--- src/rtl/shs_pkg.sv ---
// Behaviour
// - dogless: home at first index after start
// - type code A selects dogless index method
// - travel direction from direction parameter
// - homing speed until dog detected
// - creep speed after dog detected
// - home offset by shift distance
// - homing uses table 1 accel/decel times
// - completion loads position with home data
// - inputs delayed by filter time
// - start on dog: return off, then home
// - beyond dog: reverse at stroke end
// - stop past dog front, restart homing
// - no dog: stop at stroke end, alarm
// - no software limits during auto return
// - reverse start positions to established home
// - refuse auto positioning outside valid range
// - auto positioning needs home since power-on (absolute mode sets the home flag right after reset, without homing)
package shs_pkg;
  localparam int POS_W  = 32;
  localparam int SPD_W  = 16;
  localparam int TC_W   = 16;
  localparam int FILT_W = 8;
  // lowest digit of homing type selecting the dogless index method
  localparam logic [3:0] TYPE_DOGLESS = 4'ha;
  localparam logic [POS_W-1:0] POS_RST = 32'h0000_0000;

  typedef enum logic [1:0] {
    SHS_DIR_NONE,
    SHS_DIR_FWD,
    SHS_DIR_REV
  } shs_dir_t;

  // homing parameter set from the parameter store
  typedef struct packed {
    logic [15:0]      homing_type_param;
    logic             homing_direction_param; // 1 = reverse
    logic [SPD_W-1:0] homing_speed_param;
    logic [SPD_W-1:0] creep_speed_param;
    logic [POS_W-1:0] home_shift_param;
    logic [POS_W-1:0] home_position_data_param;
    logic [TC_W-1:0]  accel_tc_table1;
    logic [TC_W-1:0]  decel_tc_table1;
    logic [POS_W-1:0] pos_limit_min;
    logic [POS_W-1:0] pos_limit_max;
    logic             bcd_mode;
    logic             absolute_mode;
  } shs_param_t;

  // motion command towards the motion generator
  typedef struct packed {
    logic             run;
    shs_dir_t         dir;
    logic [SPD_W-1:0] speed;
    logic [TC_W-1:0]  accel_tc;
    logic [TC_W-1:0]  decel_tc;
    logic             soft_limit_en;
  } shs_motion_t;
endpackage

--- src/rtl/shs_sequencer.sv ---
`timescale 1ns/100ps
// home-return sequencer: dogless index, dog-based with automatic
// return, and automatic positioning to an established home
module shs_sequencer (
  input  wire logic                          mclk_i,
  input  wire logic                          arst_n_i,
  input  wire shs_pkg::shs_param_t           param_i,
  input  wire logic [shs_pkg::FILT_W-1:0]    input_filter_time_param_i,
  input  wire logic                          auto_manual_select_i,
  input  wire logic [7:0]                    point_table_select_i,
  input  wire logic [3:0]                    bcd_digit_select_i,
  input  wire logic                          forward_start_i,
  input  wire logic                          reverse_start_input_i,
  input  wire logic                          proximity_dog_i,
  input  wire logic                          forward_stroke_end_i,
  input  wire logic                          reverse_stroke_end_i,
  input  wire logic                          index_pulse_i,
  input  wire logic                          motion_done_i,
  input  wire logic [shs_pkg::POS_W-1:0]     feedback_pos_i,
  output shs_pkg::shs_motion_t               motion_o,
  output logic [shs_pkg::POS_W-1:0]          target_pos_o,
  output logic                               target_valid_o,
  output logic                               pos_load_o,
  output logic [shs_pkg::POS_W-1:0]          pos_load_value_o,
  output logic                               home_established_o,
  output logic                               home_busy_o,
  output logic                               home_return_incomplete_alarm_o
);
  typedef enum logic [3:0] {
    ST_IDLE,
    ST_DOGLESS_SEEK,
    ST_DOG_SEEK,
    ST_ESCAPE_DOG,
    ST_SEARCH_BEYOND,
    ST_REVERSED,
    ST_CREEP,
    ST_INDEX_WAIT,
    ST_SHIFT,
    ST_LOAD,
    ST_AUTO_POS,
    ST_ALARM
  } shs_state_t;

  typedef struct packed {
    shs_state_t                   state;
    shs_pkg::shs_motion_t         motion;
    logic [shs_pkg::POS_W-1:0]    target;
    logic                         target_valid;
    logic                         pos_load;
    logic [shs_pkg::POS_W-1:0]    pos_load_value;
    logic                         home_est;
    logic                         alarm;
    logic                         dog_seen;
    logic                         dog_prev;
    logic                         idx_prev;
    logic                         start_prev;
    logic                         rstart_prev;
  } shs_seq_st_t;

  shs_seq_st_t st_q;
  shs_seq_st_t st_d;

  logic [7:0] in_raw;
  logic [7:0] in_f;
  logic       f_start;
  logic       f_rstart;
  logic       f_dog;
  logic       f_lsp;
  logic       f_lsn;
  logic       f_idx;
  logic       f_mode;
  logic       homing_mode;
  logic       start_edge;
  logic       rstart_edge;
  logic       idx_edge;
  logic       dog_fall;
  logic       dogless;
  logic       in_range;
  shs_pkg::shs_dir_t home_dir;
  shs_pkg::shs_dir_t back_dir;

  // start, dog, stroke-end and auto/manual inputs share one filter so their delays line up
  assign in_raw = {1'b0, auto_manual_select_i, index_pulse_i, reverse_stroke_end_i,
                   forward_stroke_end_i, proximity_dog_i, reverse_start_input_i,
                   forward_start_i};

  shs_filter #(
    .WIDTH  (8),
    .FILT_W (shs_pkg::FILT_W)
  ) u_filter (
    .mclk_i        (mclk_i),
    .arst_n_i      (arst_n_i),
    .filt_cycles_i (input_filter_time_param_i),
    .raw_i         (in_raw),
    .filt_o        (in_f)
  );

  // index pulse is narrow; the filter is bypassed for it past the sync
  logic [1:0] idx_sync_q;
  logic [7:0] pts_s1_q;
  logic [7:0] pts_s2_q;
  logic [3:0] bcd_s1_q;
  logic [3:0] bcd_s2_q;

  // selection bus is only synchronised; it is qualified by the start edge
  always_ff @(posedge mclk_i or negedge arst_n_i)
  begin
    if (!arst_n_i)
    begin
      idx_sync_q <= 2'h0;
      pts_s1_q   <= 8'h00;
      pts_s2_q   <= 8'h00;
      bcd_s1_q   <= 4'h0;
      bcd_s2_q   <= 4'h0;
    end
    else
    begin
      idx_sync_q <= {idx_sync_q[0], index_pulse_i};
      pts_s1_q   <= point_table_select_i;
      pts_s2_q   <= pts_s1_q;
      bcd_s1_q   <= bcd_digit_select_i;
      bcd_s2_q   <= bcd_s1_q;
    end
  end

  assign f_start  = in_f[0];
  assign f_rstart = in_f[1];
  assign f_dog    = in_f[2];
  assign f_lsp    = in_f[3];
  assign f_lsn    = in_f[4];
  assign f_mode   = in_f[6];
  assign f_idx    = idx_sync_q[1];

  // homing mode: table select all low, or bcd digits low in bcd mode
  assign homing_mode = f_mode && (param_i.bcd_mode ? (bcd_s2_q == 4'h0)
                                                   : (pts_s2_q == 8'h00));
  assign start_edge  = f_start && !st_q.start_prev;
  assign rstart_edge = f_rstart && !st_q.rstart_prev;
  assign idx_edge    = f_idx && !st_q.idx_prev;
  assign dog_fall    = !f_dog && st_q.dog_prev;
  assign dogless     = param_i.homing_type_param[3:0] == shs_pkg::TYPE_DOGLESS;
  assign in_range    = ($signed(feedback_pos_i) >= $signed(param_i.pos_limit_min)) &&
                       ($signed(feedback_pos_i) <= $signed(param_i.pos_limit_max));
  assign home_dir    = param_i.homing_direction_param ? shs_pkg::SHS_DIR_REV
                                                      : shs_pkg::SHS_DIR_FWD;
  assign back_dir    = param_i.homing_direction_param ? shs_pkg::SHS_DIR_FWD
                                                      : shs_pkg::SHS_DIR_REV;

  // builds a run command with table-1 time constants and no soft limits
  function automatic shs_pkg::shs_motion_t mk_run(input shs_pkg::shs_dir_t dir,
                                                   input logic [shs_pkg::SPD_W-1:0] spd,
                                                   input shs_pkg::shs_param_t p);
    shs_pkg::shs_motion_t m;
    m.run           = 1'b1;
    m.dir           = dir;
    m.speed         = spd;
    m.accel_tc      = p.accel_tc_table1;
    m.decel_tc      = p.decel_tc_table1;
    m.soft_limit_en = 1'b0;
    return m;
  endfunction

  // main sequencing
  always_comb
  begin
    st_d              = st_q;
    st_d.pos_load     = 1'b0;
    st_d.dog_prev     = f_dog;
    st_d.idx_prev     = f_idx;
    st_d.start_prev   = f_start;
    st_d.rstart_prev  = f_rstart;
    unique case (st_q.state)
      ST_IDLE:
      begin
        st_d.motion       = '0;
        st_d.target_valid = 1'b0;
        if (homing_mode && start_edge)
        begin
          st_d.alarm    = 1'b0;
          st_d.dog_seen = 1'b0;
          if (dogless)
          begin
            st_d.motion = mk_run(home_dir, param_i.homing_speed_param, param_i);
            st_d.state  = ST_DOGLESS_SEEK;
          end
          else if (f_dog)
          begin
            // start on the dog: back off first
            st_d.motion = mk_run(back_dir, param_i.homing_speed_param, param_i);
            st_d.state  = ST_ESCAPE_DOG;
          end
          else
          begin
            st_d.motion = mk_run(home_dir, param_i.homing_speed_param, param_i);
            st_d.state  = ST_DOG_SEEK;
          end
        end
        else if (homing_mode && rstart_edge && st_q.home_est && in_range)
        begin
          st_d.motion       = mk_run(shs_pkg::SHS_DIR_NONE, param_i.homing_speed_param,
                                     param_i);
          st_d.target       = param_i.home_position_data_param;
          st_d.target_valid = 1'b1;
          st_d.state        = ST_AUTO_POS;
        end
      end
      ST_DOGLESS_SEEK:
      begin
        if (idx_edge)
        begin
          st_d.motion.run   = 1'b0;
          st_d.target       = feedback_pos_i + param_i.home_shift_param;
          st_d.target_valid = 1'b1;
          st_d.state        = ST_SHIFT;
        end
      end
      ST_DOG_SEEK:
      begin
        if (f_dog)
        begin
          st_d.motion = mk_run(home_dir, param_i.creep_speed_param, param_i);
          st_d.state  = ST_CREEP;
        end
        else if ((home_dir == shs_pkg::SHS_DIR_FWD) ? f_lsp : f_lsn)
        begin
          // beyond the dog: reverse at the stroke end
          st_d.motion = mk_run(back_dir, param_i.homing_speed_param, param_i);
          st_d.state  = ST_REVERSED;
        end
      end
      ST_ESCAPE_DOG:
      begin
        if (!f_dog)
        begin
          st_d.motion = mk_run(home_dir, param_i.homing_speed_param, param_i);
          st_d.state  = ST_DOG_SEEK;
        end
      end
      ST_REVERSED:
      begin
        if (f_dog)
          st_d.dog_seen = 1'b1;
        if (st_q.dog_seen && dog_fall)
        begin
          // past the dog front end: stop, then home again from here
          st_d.motion.run = 1'b0;
          st_d.state      = ST_SEARCH_BEYOND;
        end
        else if (!st_q.dog_seen && ((back_dir == shs_pkg::SHS_DIR_FWD) ? f_lsp : f_lsn))
        begin
          st_d.motion = '0;
          st_d.alarm  = 1'b1;
          st_d.state  = ST_ALARM;
        end
      end
      ST_SEARCH_BEYOND:
      begin
        if (motion_done_i)
        begin
          st_d.motion = mk_run(home_dir, param_i.homing_speed_param, param_i);
          st_d.state  = ST_DOG_SEEK;
        end
      end
      ST_CREEP:
      begin
        if (!f_dog)
          st_d.state = ST_INDEX_WAIT;
      end
      ST_INDEX_WAIT:
      begin
        if (idx_edge)
        begin
          st_d.motion.run   = 1'b0;
          st_d.target       = feedback_pos_i + param_i.home_shift_param;
          st_d.target_valid = 1'b1;
          st_d.state        = ST_SHIFT;
        end
      end
      ST_SHIFT:
      begin
        if (motion_done_i)
        begin
          st_d.target_valid = 1'b0;
          st_d.state        = ST_LOAD;
        end
      end
      ST_LOAD:
      begin
        st_d.pos_load       = 1'b1;
        st_d.pos_load_value = param_i.home_position_data_param;
        st_d.home_est       = 1'b1;
        st_d.motion         = '0;
        st_d.state          = ST_IDLE;
      end
      ST_AUTO_POS:
      begin
        if (motion_done_i)
        begin
          st_d.motion       = '0;
          st_d.target_valid = 1'b0;
          st_d.state        = ST_IDLE;
        end
      end
      ST_ALARM:
      begin
        // alarm holds until a fresh start while in homing mode
        st_d.motion = '0;
        if (homing_mode && start_edge)
        begin
          st_d.alarm = 1'b0;
          st_d.state = ST_IDLE;
        end
      end
    endcase
    // dropping the auto/manual select aborts a move in progress
    if (!f_mode && st_q.state != ST_IDLE && st_q.state != ST_ALARM)
    begin
      st_d.motion       = '0;
      st_d.target_valid = 1'b0;
      st_d.state        = ST_IDLE;
    end
  end

  // absolute mode keeps home over power-on; incremental starts unhomed
  always_ff @(posedge mclk_i or negedge arst_n_i)
  begin
    if (!arst_n_i)
      st_q <= '{state: ST_IDLE, target: shs_pkg::POS_RST,
                pos_load_value: shs_pkg::POS_RST, default: '0};
    else
    begin
      st_q <= st_d;
      if (param_i.absolute_mode)
        st_q.home_est <= 1'b1;
    end
  end

  assign motion_o                       = st_q.motion;
  assign target_pos_o                   = st_q.target;
  assign target_valid_o                 = st_q.target_valid;
  assign pos_load_o                     = st_q.pos_load;
  assign pos_load_value_o               = st_q.pos_load_value;
  assign home_established_o             = st_q.home_est;
  assign home_busy_o                    = st_q.state != ST_IDLE && st_q.state != ST_ALARM;
  assign home_return_incomplete_alarm_o = st_q.alarm;
endmodule // shs_sequencer

--- src/rtl/shs_filter.sv ---
`timescale 1ns/100ps
// two-flop sync then hold-time filter on each discrete input
module shs_filter #(
  parameter int WIDTH  = 8,
  parameter int FILT_W = 8
) (
  input  wire logic              mclk_i,
  input  wire logic              arst_n_i,
  input  wire logic [FILT_W-1:0] filt_cycles_i,
  input  wire logic [WIDTH-1:0]  raw_i,
  output logic      [WIDTH-1:0]  filt_o
);
  typedef struct packed {
    logic [WIDTH-1:0]  s1;
    logic [WIDTH-1:0]  s2;
    logic [WIDTH-1:0]  out;
    logic [WIDTH-1:0][FILT_W-1:0] cnt;
  } shs_filt_st_t;

  shs_filt_st_t st_q;
  shs_filt_st_t st_d;

  // a level must stay stable for the filter time before it is taken
  always_comb
  begin
    st_d    = st_q;
    st_d.s1 = raw_i;
    st_d.s2 = st_q.s1;
    for (int i = 0; i < WIDTH; i++)
    begin
      if (st_q.s2[i] == st_q.out[i])
        st_d.cnt[i] = '0;
      else if (st_q.cnt[i] >= filt_cycles_i)
      begin
        st_d.out[i] = st_q.s2[i];
        st_d.cnt[i] = '0;
      end
      else
        st_d.cnt[i] = st_q.cnt[i] + 1'b1;
    end
  end

  always_ff @(posedge mclk_i or negedge arst_n_i)
  begin
    if (!arst_n_i)
      st_q <= '0;
    else
      st_q <= st_d;
  end

  assign filt_o = st_q.out;
endmodule // shs_filter

--- config.mk ---
export PLATFORM = sky130hd
export DESIGN_NAME = shs_sequencer
export DESIGN_NICKNAME = d
export VERILOG_FILES = /design/src/rtl/shs_pkg.sv /design/src/rtl/shs_sequencer.sv /design/src/rtl/shs_filter.sv
export SDC_FILE = /design/constraint.sdc
export NUM_CORES = 1
export LEC_CHECK = 0
export CELL_PAD_IN_SITES_DETAIL_PLACEMENT = 0
export CELL_PAD_IN_SITES_GLOBAL_PLACEMENT = 1
export CORE_AREA = 2 2 192 194
export DETAILED_ROUTE_END_ITERATION = 8
export DIE_AREA = 0 0 194 196
export DONT_BUFFER_PORTS = 1
export HOLD_SLACK_MARGIN = 0.05
export PLACE_DENSITY_LB_ADDON = 0.1
export RECOVER_POWER = 50
export SETUP_SLACK_MARGIN = 0.5
export SLEW_MARGIN = 20
export SYNTH_ARGS = -nofsm -noshare
export SYNTH_HDL_FRONTEND = slang
export SYNTH_SLANG_ARGS = --single-unit
--- constraint.sdc ---
create_clock -name mclk_i -period 4.1 [get_ports mclk_i]
set_input_delay 0.82 -clock mclk_i [delete_from_list [all_inputs] [get_ports mclk_i]]
set_output_delay 0.82 -clock mclk_i [all_outputs]
set_load 0.005 [all_outputs]
Yosys cells after proc, flatten, opt, wreduce, memory -nomap -nowiden
Index checks and enable logic that the tools add are counted.
- flip-flop bits (word level): 223
- input bits: 273
- output and inout port bits: 121
- word-level logic and storage cells: 200
- add/subtract/negate cells: 7
- $lt $le $gt $ge: 8
- equal/unequal tests: 42
- muxes and demuxes: 52
- bitwise operators: 6
- reductions and logical operators: 48
- operator list (operator ; count):
    $mux W56 ; 8
    $pmux W51 S7 ; 1
    $mux W8 ; 12
    $mux W89 ; 1
    $mux W33 ; 2
    $pmux W32 S2 ; 1
    $mux W54 ; 1
    $mux W53 ; 1
    $mux W51 ; 1
    $add A8 B1 Y8 const B ; 6
    $ge A8 B8 Y1 ; 6
    $pmux W4 S11 ; 1
    $mux W34 ; 1
    $add A32 B32 Y32 ; 1
    $ge A32 B32 Y1 ; 1
    $le A32 B32 Y1 ; 1
    $ne A3 B3 Y1 const B ; 8
    $eq A4 B4 Y1 const B ; 5
    $eq A4 B3 Y1 const B ; 4
    $logic_and A1 B1 Y1 ; 15
    $reduce_and A7 Y1 ; 2
    $mux W4 ; 3
    $ne A2 B2 Y1 const B ; 6
    $ne A4 B4 Y1 const B ; 3
    28 further kinds ; 72

Depth between registers and ports, before layout
Gate-level depths: netlist of the first run.
- word-level depth: 10
- gate-level depth with buffers: 13
- depth with buffers taken out: 12

Hierarchy
A second synthesis of the first run with hierarchy kept.
- cells, all modules: 1589
- area total of the unflattened synthesis: 15807.7 µm²
- modules (own cells, without submodules) (module ; instances ; cells an instance ; area an instance (µm²) ; sequential area each (µm²)):
    shs_sequencer ; 1 ; 1118 ; 10636.5 ; 3853.7
    shs_filter ; 1 ; 471 ; 5171.2 ; 2202.1

Worst setup path after synthesis of the first run
Ideal clock, no wire load.
- path kind: input port to flip-flop
- from: input port param_i[24] in the netlist's numbering
- to: register st_q (netlist bit target_pos_o[17])
- library setup time: 127 ps
- data arrival time: 3381 ps
- required time: 3973 ps
- slack: 591 ps
- cell stages on the path: 12
- path buffers: 1
- cell sequence: inv_1 > ha_1 > a21o_1 > a2111oi_0 > o31a_1 > o21ai_1 > a31oi_1 > mux2_4 > a211oi_4 > a21o_4 > buf_6 > mux2_1
- word-level cells in the longest chain between the ends: 5
- ends and longest elaborated chain (item ; RTL line ; source):
    from (decl) ; shs_sequencer.sv:7 ; input wire shs_pkg::shs_param_t param_i,
    $le A32 B32 Y1 ; shs_sequencer.sv:143 ; ($signed(feedback_pos_i) <= $signed(param_i.pos_limit_max));
    $logic_and A1 B1 Y1 ; shs_sequencer.sv:142 ; assign in_range = ($signed(feedback_pos_i) >= $signed(param_i.pos_limit_min)) &&
    $logic_and A1 B1 Y1 ; shs_sequencer.sv:198 ; else if (homing_mode && rstart_edge && st_q.home_est && in_range)
    $ne A2 B2 Y1 (no line) ; - ;
    $reduce_and A4 Y1 (no line) ; - ;
    to (signal assigned) ; shs_sequencer.sv:328 ; st_q <= '{state: ST_IDLE, target: shs_pkg::POS_RST,
    to (signal assigned) ; shs_sequencer.sv:332 ; st_q <= st_d;
    to (decl) ; shs_sequencer.sv:60 ; shs_seq_st_t st_q;
Every way passes these cells.
A chain may end at the register's enable or synchronous reset.

Worst setup path in the final report of the first run
- from: input port param_i[61] in the netlist's numbering
- to: register st_q (netlist bit target_pos_o[8])
- word-level cells in the longest chain between the ends: 5
- ends and longest elaborated chain (item ; RTL line):
    $ge A32 B32 Y1 ; shs_sequencer.sv:142
    $logic_and A1 B1 Y1 ; shs_sequencer.sv:142
    $logic_and A1 B1 Y1 ; shs_sequencer.sv:198
    $ne A2 B2 Y1 (no line) ; -
    $reduce_and A4 Y1 (no line) ; -
Every way passes these cells.

==> metrics.txt, run 1 <==
H-tree Lvls 1; Synth area leaders dfrtp_1 39%, ha_1 13%, buf_4 6.3%, mux2_2 3.2%, a21oi_1 3.0%; CTS Buf Count 27; DIE AREA 38000 sq um; GRT Util Overall 19.7%; crit end category flop; status finished with violations; commonest cells in the netlist 220 x dfrtp_1, 149 x ha_1, 120 x buf_4, 113 x inv_1, 112 x nor2_1; Crit Reg-Reg Endpoint motion_o[30]$_DFFE_PN0P_; Startpoint Class input pin; Tcrit/Tclk final 78.7%; Slew @ Worst Pin 0.988 ns; post-layout util 41.2%; post-synth top area share 38.7%; Crit path max-delay family simple AND/OR/NAND/NOR gates; Max Cap Viol 0; PnR Total Power 0.00574 W; Synth Net Count 1876; placed wire-length estimate 29.3 mm; leak pwr 7.38 nW; Fin Clk Skew 0.0152 ns; Pins Over Slew Limit 0; worst rel slew slack 33.9%; Min-Delay Path Class in2async; slowest stage delay, CP 0.47 ns; Bufs and invs on worst path 2; DR vias 10000; Area Overhead vs Synth 4.33%; crit path kind in2reg; FF-to-FF setup slack 1.07 ns; WP data required 4.57 ns; # setup viols final 0; first-pass GRT wire length 58.9 mm; Seq/Total Area, Yosys 38.7%; Bufs on Longest Clock Path 3; GR Overflow Total 0; synthesized cell area 14200 sq um; CP max stage cell or4_1; yosys warns 0; Critical Path Start param_i[61]; total core area 36100 sq um; Final #Nets 1764; largest fanout on the critical path 15; input/output buffers 0; largest net degree at the start of global routing 221; most common cell in the netlist dfrtp_1; unrepaired setup endpoints after global routing no; Ant. Diodes 0; critical-path cell list inv_1 > ha_1 > nand4_1 > nor4_1 > nand2_1 > or4_1 > a31o_2 > a211oi_4 > a21o_4 > buf_4 > mux2i_1; min cycle time layout 3.23 ns; DR DRC count 0; Root Buffer clkbuf_16; failing checks negative hold slack; Synth Flop Type dfrtp_1; gpl congestion 0.818; Hold Vio Cnt, Final 140; fmax 310 MHz; die height 196 microns; clk slew on worst S/H paths 0.06 ns; Final ANT Viol Nets 0; Async SR Flop Fraction 100%; Post-Syn Instances 1453; total negative setup slack 0 ns; VDD IR max 0.339 mV; crit path DAT 3.70 ns; FF+latch count, synth 220; drt first pass iters 5; CTS Sinks 220; FF-to-FF path depth 9; Post-synth EDFFs 0; initial core utilization 39.4%; PD cells 386 nW/um^2; drt total wl 38.6 mm; Via-to-Cell Ratio 5.48; Clock Latency Late Sink 0.56 ns; CTS tree yes; width of the die 194 microns; R2R Path Start st_q[126]$_DFFE_PN0P_; layout cells sized above 1 9.34%; initial antenna violation count 1; Hold Slack -0.0426 ns; cell taking the most area after synthesis dfrtp_1; Ports 394; Synth cell types 74; post-CTS setup buffer count 0; Wirelength per Cell 21.1 microns; Row Count 70; vias in the first global route 10000; initial DRC count 451; syn avg cell area 9.80 sq um; CTS resizes 0
==> power breakdown <==
part	internal [W]	switching [W]
Clock	0.00140	0.00100
Sequential	0.00230	0.000163
Combinational	0.000413	0.000467
==> cells by family after synthesis <==
kind of cell	synth area share, %
AOI/OAI and AO/OA	18.8
and+or+nand+nor	9.96
buffers and inverters	10.8
DFF	38.7
adders and majority gates	13.2
xor gates and xnor gates	4.18
muxes	4.37
other	0.0263
==> registers in the layout (all words and copies together), names as in the netlist <==
register and count:
u_filter.st_d 6, idx_sync_q 1, u_filter.filt_o 6, target_valid_o 1
target_pos_o 32, bcd_s2_q 4, home_return_incomplete_alarm_o 1, bcd_s1_q 4
pos_load_value_o 32, pts_s2_q 8, u_filter.st_q 55, motion_o 51
pos_load_o 1, pts_s1_q 8, home_established_o 1, st_q 9
==> final cells by class <==
class                      instances  area [sq um]
multi-input combinational        951          7220
clock buffer                      36           769
inverter                         115           432
sequential                       220          5510
clock inverter                    12           126
timing repair buffer              26           208
tap                              468           586
fill                            3595         21200
==> layout by cell type, fill, tap and decap left out, drive strengths merged, types with 3 or more instances in the layout <==
master,n
nand2b,16
nor3,9
a31oi,14
dfrtp,220
and4,6
mux2,46
o31a,5
clkbuf,36
o21a,7
mux2i,10
clkinv,7
or3,5
o22ai,3
and3,19
o21ai,51
a211o,5
inv,118
nand2,53
a32o,38
a32oi,16
o211ai,21
a22oi,17
nand4,14
nor2,112
ha,149
xnor2,30
nor2b,7
a21o,52
a21oi,86
o31ai,4
nor4,5
nand3,47
buf,26
xor2,38
a211oi,32
==> layer usage <==
metal	up-vias	track usage [%]	routed length, microns
met5	-	0	0
met4	0	4.55	870
met3	47	6.46	3200
met2	325	34.0	18700
met1	4753	23.7	15900
li1	4885	-	-
==> stage by stage <==
stage / setup WS (ns) / instances / instance area [sq um]
after floorplan: 0.591 / 1453 / 14200
after global placement: 0.314 / 1780 / 14000
after detailed placement: 0.273 / 1780 / 14000
after CTS: 0.844 / 1828 / 14900
after global routing: 0.690 / 1828 / 14900
final: 0.873 / 1828 / 14900
==> worst max-delay path by stage <==
stage / endpoint / cells past startpoint
6_report: target_pos_o[8]$_DFFE_PN0P_ / 11
3_5_place_dp: target_pos_o[8]$_DFFE_PN0P_ / 11
5_1_grt: motion_o[48]$_DFFE_PN0P_ / 11
4_1_cts: target_pos_o[8]$_DFFE_PN0P_ / 11
2_1_floorplan: target_pos_o[17]$_DFFE_PN0P_ / 12
3_3_place_gp: target_pos_o[8]$_DFFE_PN0P_ / 12
Power figures use the tool's default switching activity.
==> run 2, diff against run 1 <==
ABC_AREA = 1   (was not set)
CORE_AREA = 2 2 196 198   (was 2 2 192 194)
DIE_AREA = 0 0 198 200   (was 0 0 194 196)
clock period = 3.38 ns   (was 4.1 ns; I/O delays follow)
==> run 2 against run 1 <==
The flow still finishes with violations (negative hold slack). Cell count rose by 31%. Register-to-register slack got worse by 0.28 ns. Final area increased by 5.5%. Clock-buffer cell count is the same. Critical path type unchanged. Largest cell class unchanged.
==> metrics.txt, run 2 <==
CTS tree yes; Synth Net Count 2387 (+27%); drt first pass iters 5 (unchanged); largest net degree at the start of global routing 221 (unchanged); DR vias 11800 (+18%); FF+latch count, synth 220 (unchanged); PD cells 725 nW/um^2 (+88%); Area Overhead vs Synth 5.28%; fill cell count 3957 (+10%); cell taking the most area after synthesis dfrtp_1; slowest stage delay, CP 0.35 ns (-0.12 ns); Tcrit/Tclk final 78.9%; Hold Vio Cnt, Final 220 (+57%); H-tree Lvls 1 (unchanged); gpl congestion 0.832 (+1.8%); total core area 37400 sq um (+3.6%); Final #Nets 2286 (+30%); Seq/Total Area, Yosys 37.0% (-1.7 points); unrepaired setup endpoints after global routing no; CP max stage cell ha_1; worst rel slew slack 36.6% (+2.7 points); leak pwr 8.31 nW (+13%); Hold Slack -0.171 ns (-0.128 ns); GR Overflow Total 0 (unchanged); Ports 394 (unchanged); WP data required 3.85 ns (-0.72 ns); yosys warns 0 (unchanged); crit end category flop; Root Buffer clkbuf_16; GRT Util Overall 21.1% (+1.5 points); Bufs and invs on worst path 1 (-1); post-route insts no fill 2393 (+31%); VDD IR max 0.455 mV (+34%); critical-path cell list inv_1 > ha_1 > nand2_1 > nor3_1 > and3_1 > nand2_1 > nand2_1 > nand2_1 > nand3_1 > nand2_1 > nor2_1 > nand2_1 > o21ai_0 > nand2_1 > nand2_1; initial antenna violation count 1 (unchanged); commonest cells in the netlist 539 x nand2_1, 238 x inv_1, 220 x dfrtp_1, 167 x nor2_1, 149 x ha_1; Async SR Flop Fraction 100% (unchanged); synthesized cell area 14900 sq um (+4.5%); Final ANT Viol Nets 0 (unchanged); layout cells sized above 1 5.26% (-4.1 points); Synth Flop Type dfrtp_1; vias in the first global route 11600 (+15%); Post-synth EDFFs 0 (unchanged); post-synth top area share 37.0% (-1.7 points); most common cell in the netlist nand2_1; first-pass GRT wire length 65.1 mm (+10%); crit path kind in2reg; CTS Buf Count 27 (unchanged); Startpoint Class input pin; Crit path max-delay family simple AND/OR/NAND/NOR gates; placed wire-length estimate 32.8 mm (+12%); largest fanout on the critical path 6 (-9); min cycle time layout 2.67 ns; Crit path top cell by count nand2_1; crit path DAT 3.14 ns (-0.56 ns); Post-Syn Instances 1964 (+35%); Pins Over Slew Limit 0 (unchanged); Max Cap Viol 0 (unchanged); # setup viols final 0 (unchanged); Row Count 71 (+1.4%); Via-to-Cell Ratio 4.94 (-9.7%); drt total wl 42.6 mm (+10%); most common cell after layout, fill and taps aside nand2_1; die height 200 microns (+2.0%); post-layout util 41.9% (+0.73 points); Wirelength per Cell 17.8 microns (-16%); width of the die 198 microns (+2.1%); failing checks negative hold slack; status finished with violations; most frequent cells in the layout 539 x nand2_1, 237 x inv_1, 220 x dfrtp_1, 167 x nor2_1, 149 x ha_1; initial DRC count 567 (+26%); DIE AREA 39600 sq um (+4.1%); CTS Sinks 220 (unchanged); Min-Delay Path Class in2async; DR DRC count 0 (unchanged); Largest register FFs 55 (unchanged); Fin Clk Skew 0.0125 ns (-0.00272 ns); input/output buffers 0 (unchanged); Synth cell types 45 (-39%); syn avg cell area 7.58 sq um (-23%); Synth area leaders dfrtp_1 37%, nand2_1 14%, ha_1 13%, buf_4 6.0%, inv_1 6.0%; initial core utilization 39.8% (+0.34 points); Top reg by flops u_filter.st_q; dpl cells 2344 (+32%); total negative setup slack 0 ns (unchanged); Ant. Diodes 0 (unchanged); clk slew on worst S/H paths 0.06 ns (about the same); Bufs on Longest Clock Path 3 (unchanged); fmax 375 MHz; Slew @ Worst Pin 0.950 ns (-0.0377 ns); Clock Latency Late Sink 0.54 ns (-0.02 ns)
## run 2: cell types whose count changed after synthesis, sizes merged, moves of 28 or more
cell / before / now
a21oi: 86 / 114
nand2: 53 / 541
o21ai: 51 / 112
mux2: 46 / 0
inv: 114 / 242
a32o: 38 / 0
a21o: 52 / 7
nand3: 47 / 97
nor2: 112 / 173
a211oi: 32 / 2
## run 2: kinds of logic after synthesis
logic type / Yosys count / share of synthesized area [%]
simple gates: 885 / 24.9
fa+ha+maj: 150 / 12.7
buf+inv: 398 / 13.1
other cells: 1 / 0.0252
flops: 220 / 37.0
compound gates: 276 / 10.3
xor+xnor: 34 / 2.00
## run 2: cell type report
cell class	instances	area, sq um	area share [%]
sequential	220	5510	35.1
inverter	244	916	5.85
clock buffer	36	779	4.98
timing repair buffer	24	239	1.53
tap	511	639	4.08
multi-input combinational	1346	7440	47.5
clock inverter	12	149	0.950
## run 2: final timing paths
| kind | slack [ns] | start | cells past startpoint | endpoint |
|---|---|---|---|---|
| max | 0.71 | param_i[65] | 15 | target_valid_o$_DFFE_PN0P_ |
| min | -0.17 | arst_n_i | 0 | motion_o[25]$_DFFE_PN0P_ |
| max reg2reg | 0.79 | st_q[127]$_DFFE_PN0P_ | 14 | motion_o[39]$_DFFE_PN0P_ |
| min reg2reg | 0.34 | idx_sync_q[0]$_DFF_PN0_ | 0 | u_filter.st_q[77]$_DFF_PN0_ |
| max in group asynchronous | 3.23 | arst_n_i | 0 | pts_s1_q[1]$_DFF_PN0_ |
| min in group mclk_i | 0.16 | point_table_select_i[2] | 0 | pts_s1_q[2]$_DFF_PN0_ |
## run 2: worst register-to-register path, cell delays in order, from the launching register on
cell and delay [ns]:
dfrtp_1 0.44, nor2_2 0.26, nand2_1 0.12, nand2_2 0.20
nor2_8 0.09, inv_2 0.16, o2111ai_1 0.21, o21ai_1 0.13
nor2_1 0.07, nand2_2 0.11, buf_4 0.31, nor2_4 0.09
buf_12 0.16, nand3_1 0.08, nand2_1 0.05
## run 2: per-stage QoR
step / area, sq um / worst slack [ns] / power (W)
after global routing: 15700 / 0.493 / 0.0123
after detailed placement: 14700 / 0.122 / 0.00838
after floorplan: 14900 / 0.725 / 0.00753
after global placement: 14700 / 0.197 / 0.00832
final: 15700 / 0.712 / 0.0114
after CTS: 15600 / 0.686 / 0.0115
## run 2: report_power, final
group	leakage [nW]	total [W]	switching, W	internal (W)
sequential	2.84	0.00393	0.000628	0.00330
combinational	5.01	0.00441	0.00299	0.00142
clock	0.460	0.00303	0.00118	0.00184
total	8.31	0.0114	0.00480	0.00656
## run 2: what timing repair did
item | 4_1_cts | 5_1_grt
endpoints found under the setup margin | 0 | 29
endpoints found under the hold margin | 220 | 220
buffers inserted | 0 | 1
gates resized for setup | 0 | 1
## run 2: routing by layer
layer	GRT usage [%]	routed length (microns)	vias up
met4	4.54	761	2
met5	0	11	-
met3	6.01	3640	43
met1	28.5	19600	5403
li1	-	-	6027
met2	33.7	18500	354
==> run 3, diff against run 2 <==
ABC_AREA = 0   (was 1)
CORE_AREA = 2 2 192 194   (was 2 2 196 198)
DIE_AREA = 0 0 194 196   (was 0 0 198 200)
clock period = 2.4 ns   (was 3.38 ns; I/O delays follow)
==> run 3 against run 2 <==
The flow finishes with violations (negative hold slack, negative setup slack). Worst hold slack worse by 0.21 ns. Register-to-register slack worse by 1.1 ns. Clock power grew 32%. Sequential share of layout area shrank 3.5 points. Critical path depth fell by 5. Sequential power up 5.3%. Setup slack worse by 1.0 ns. Critical endpoint is now target_pos_o[16]$_DFFE_PN0P_.
==> metrics.txt, run 3 (same netlist as run 1, synthesis figures left out) <==
CP max stage cell or4_1; Final #Nets 1963 (-14%); Ant. Diodes 0 (unchanged); Top reg by flops u_filter.st_q; Pins Over Slew Limit 0 (unchanged); Fin Clk Skew 0.0241 ns (+0.0116 ns); Via-to-Cell Ratio 5.36 (+8.5%); Slew @ Worst Pin 0.979 ns (+0.0291 ns); Min-Delay Path Class in2async; Largest register FFs 55 (unchanged); status finished with violations; Root Buffer clkbuf_16; Clock Latency Late Sink 0.56 ns (+0.02 ns); setup ws final -0.302 ns (-1.01 ns); R2R Path Start pts_s2_q[4]$_DFF_PN0_; initial antenna violation count 0 (-1); drt first pass iters 6 (+1); crit path kind in2reg; instance count on the critical path 10 (-5); FF-to-FF path depth 8 (-6); dpl cell area 15200 sq um (+3.4%); most common cell after layout, fill and taps aside dfrtp_1; GRT Util Overall 21.2% (+0.057 points); Hold Slack -0.381 ns (-0.211 ns); CTS tree yes; DIE AREA 38000 sq um (-4.0%); DR vias 10900 (-8.1%); unrepaired setup endpoints after global routing yes; Hold Vio Cnt, Final 220 (unchanged); Area Overhead vs Synth 22.5%; crit path DAT 3.13 ns (about the same); initial DRC count 287 (-49%); drt total wl 41.3 mm (-2.9%); first-pass GRT wire length 64.2 mm (-1.3%); Ports 394 (unchanged); die height 196 microns (-2.0%); leak pwr 8.51 nW (+2.5%); worst rel slew slack 34.5% (-2.1 points); Tcrit/Tclk final 113%; total core area 36100 sq um (-3.5%); Bufs on Longest Clock Path 3 (unchanged); Bufs and invs on worst path 2 (+1); layout cells sized above 1 27.3% (+22 points); initial core utilization 39.4% (-0.34 points); DR DRC count 0 (unchanged); CTS Hold Bufs 31; WP data required 2.83 ns (-1.02 ns); total negative setup slack -18.33 ns (-18.33 ns); crit end category flop; gpl congestion 0.846 (+1.6%); Startpoint Class input pin; fin area 17400 sq um (+11%); Wirelength per Cell 20.4 microns (+15%); fmax 370 MHz; Row Count 70 (-1.4%); clk slew on worst S/H paths 0.06 ns (about the same); width of the die 194 microns (-2.0%); min cycle time layout 2.70 ns; critical-path cell list inv_1 > ha_1 > and3_1 > nand4_1 > buf_4 > or4_1 > a31o_4 > a211oi_4 > a21o_4 > mux2_2; vias in the first global route 11500 (-0.62%); most frequent cells in the layout 218 x dfrtp_1, 159 x buf_4, 137 x ha_1, 105 x inv_1, 70 x a21oi_1; VDD IR max 0.656 mV (+44%); Critical Path Start param_i[48]; placed wire-length estimate 31.0 mm (-5.4%); CTS Sinks 220 (unchanged); # setup viols final 86 (+86); slowest stage delay, CP 0.53 ns (+0.18 ns); largest net degree at the start of global routing 221 (unchanged); Max Cap Viol 0 (unchanged); Crit path max-delay family simple AND/OR/NAND/NOR gates; Final ANT Viol Nets 0 (unchanged); GR Overflow Total 0 (unchanged); PD cells 608 nW/um^2 (-16%); H-tree Lvls 1 (unchanged); largest fanout on the critical path 6 (unchanged); CTS Buf Count 27 (unchanged); failing checks negative hold slack, negative setup slack; input/output buffers 0 (unchanged)
-- run 3: power breakdown --
part	leakage, nW	switching (W)	internal, W
logic	5.17	0.00120	0.00125
clock network	0.423	0.00169	0.00232
registers	2.92	0.000221	0.00392
-- run 3: timing repair --
action,CTS,global route
gates cloned,4,3
setup endpoints to repair,145,145
pin swaps,49,55
endpoints found under the hold margin,251,220
buffers inserted,18,9
resized for setup,97,84
-- run 3: cell type report --
cell class              count  area, sq um
repair buffers            224         2040
clock buffers              35          746
well taps                 468          586
multi-input cells         952         7990
clock inverters            14          125
inverters                 115          438
fillers                  3443        18700
flip-flops and latches    220         5510
-- run 3: worst reg2reg max path: stages (launching register included) --
cell and delay, ns:
dfrtp_1 0.38, nor4_2 0.26, nand2_1 0.12, o41ai_4 0.25, nand4_1 0.32, a31o_4 0.34, a211oi_4 0.29, a21o_4 0.25
mux2_2 0.35
-- run 3: path summary, 6_finish.rpt --
path,end,slack [ns]
setup / recovery,target_pos_o[16]$_DFFE_PN0P_,-0.30
hold / removal,u_filter.st_d[75]$_DFF_PN0_,-0.38
setup reg to reg,target_pos_o[16]$_DFFE_PN0P_,-0.27
hold reg to reg,u_filter.st_q[73]$_DFF_PN0_,0.33
max in group asynchronous,target_pos_o[21]$_DFFE_PN0P_,2.51
min in group mclk_i,pos_load_value_o[27]$_DFFE_PN0P_,0.08
-- run 3: metal layers --
layer / global-route usage, % / routed length (microns)
met4: 5.75 / 1060
met3: 5.64 / 2720
met2: 37.4 / 20500
met1: 25.4 / 17000
met5: 0 / 0
-- run 3: stage by stage --
stage / total power (W) / hold slack [ns] / util [%] / setup WS [ns] / cells
detailed placement: 0.00615 / 0.190 / 42.2 / -1.02 / 1914
global placement: 0.00612 / 0.190 / 42.2 / -0.937 / 1914
CTS: 0.0105 / -0.420 / 46.9 / -0.303 / 2016
global route: 0.0112 / -0.421 / 48.3 / -0.454 / 2028
floorplan: 0.00545 / 0.184 / - / -0.591 / 1453
finish: 0.0106 / -0.381 / 48.3 / -0.302 / 2028
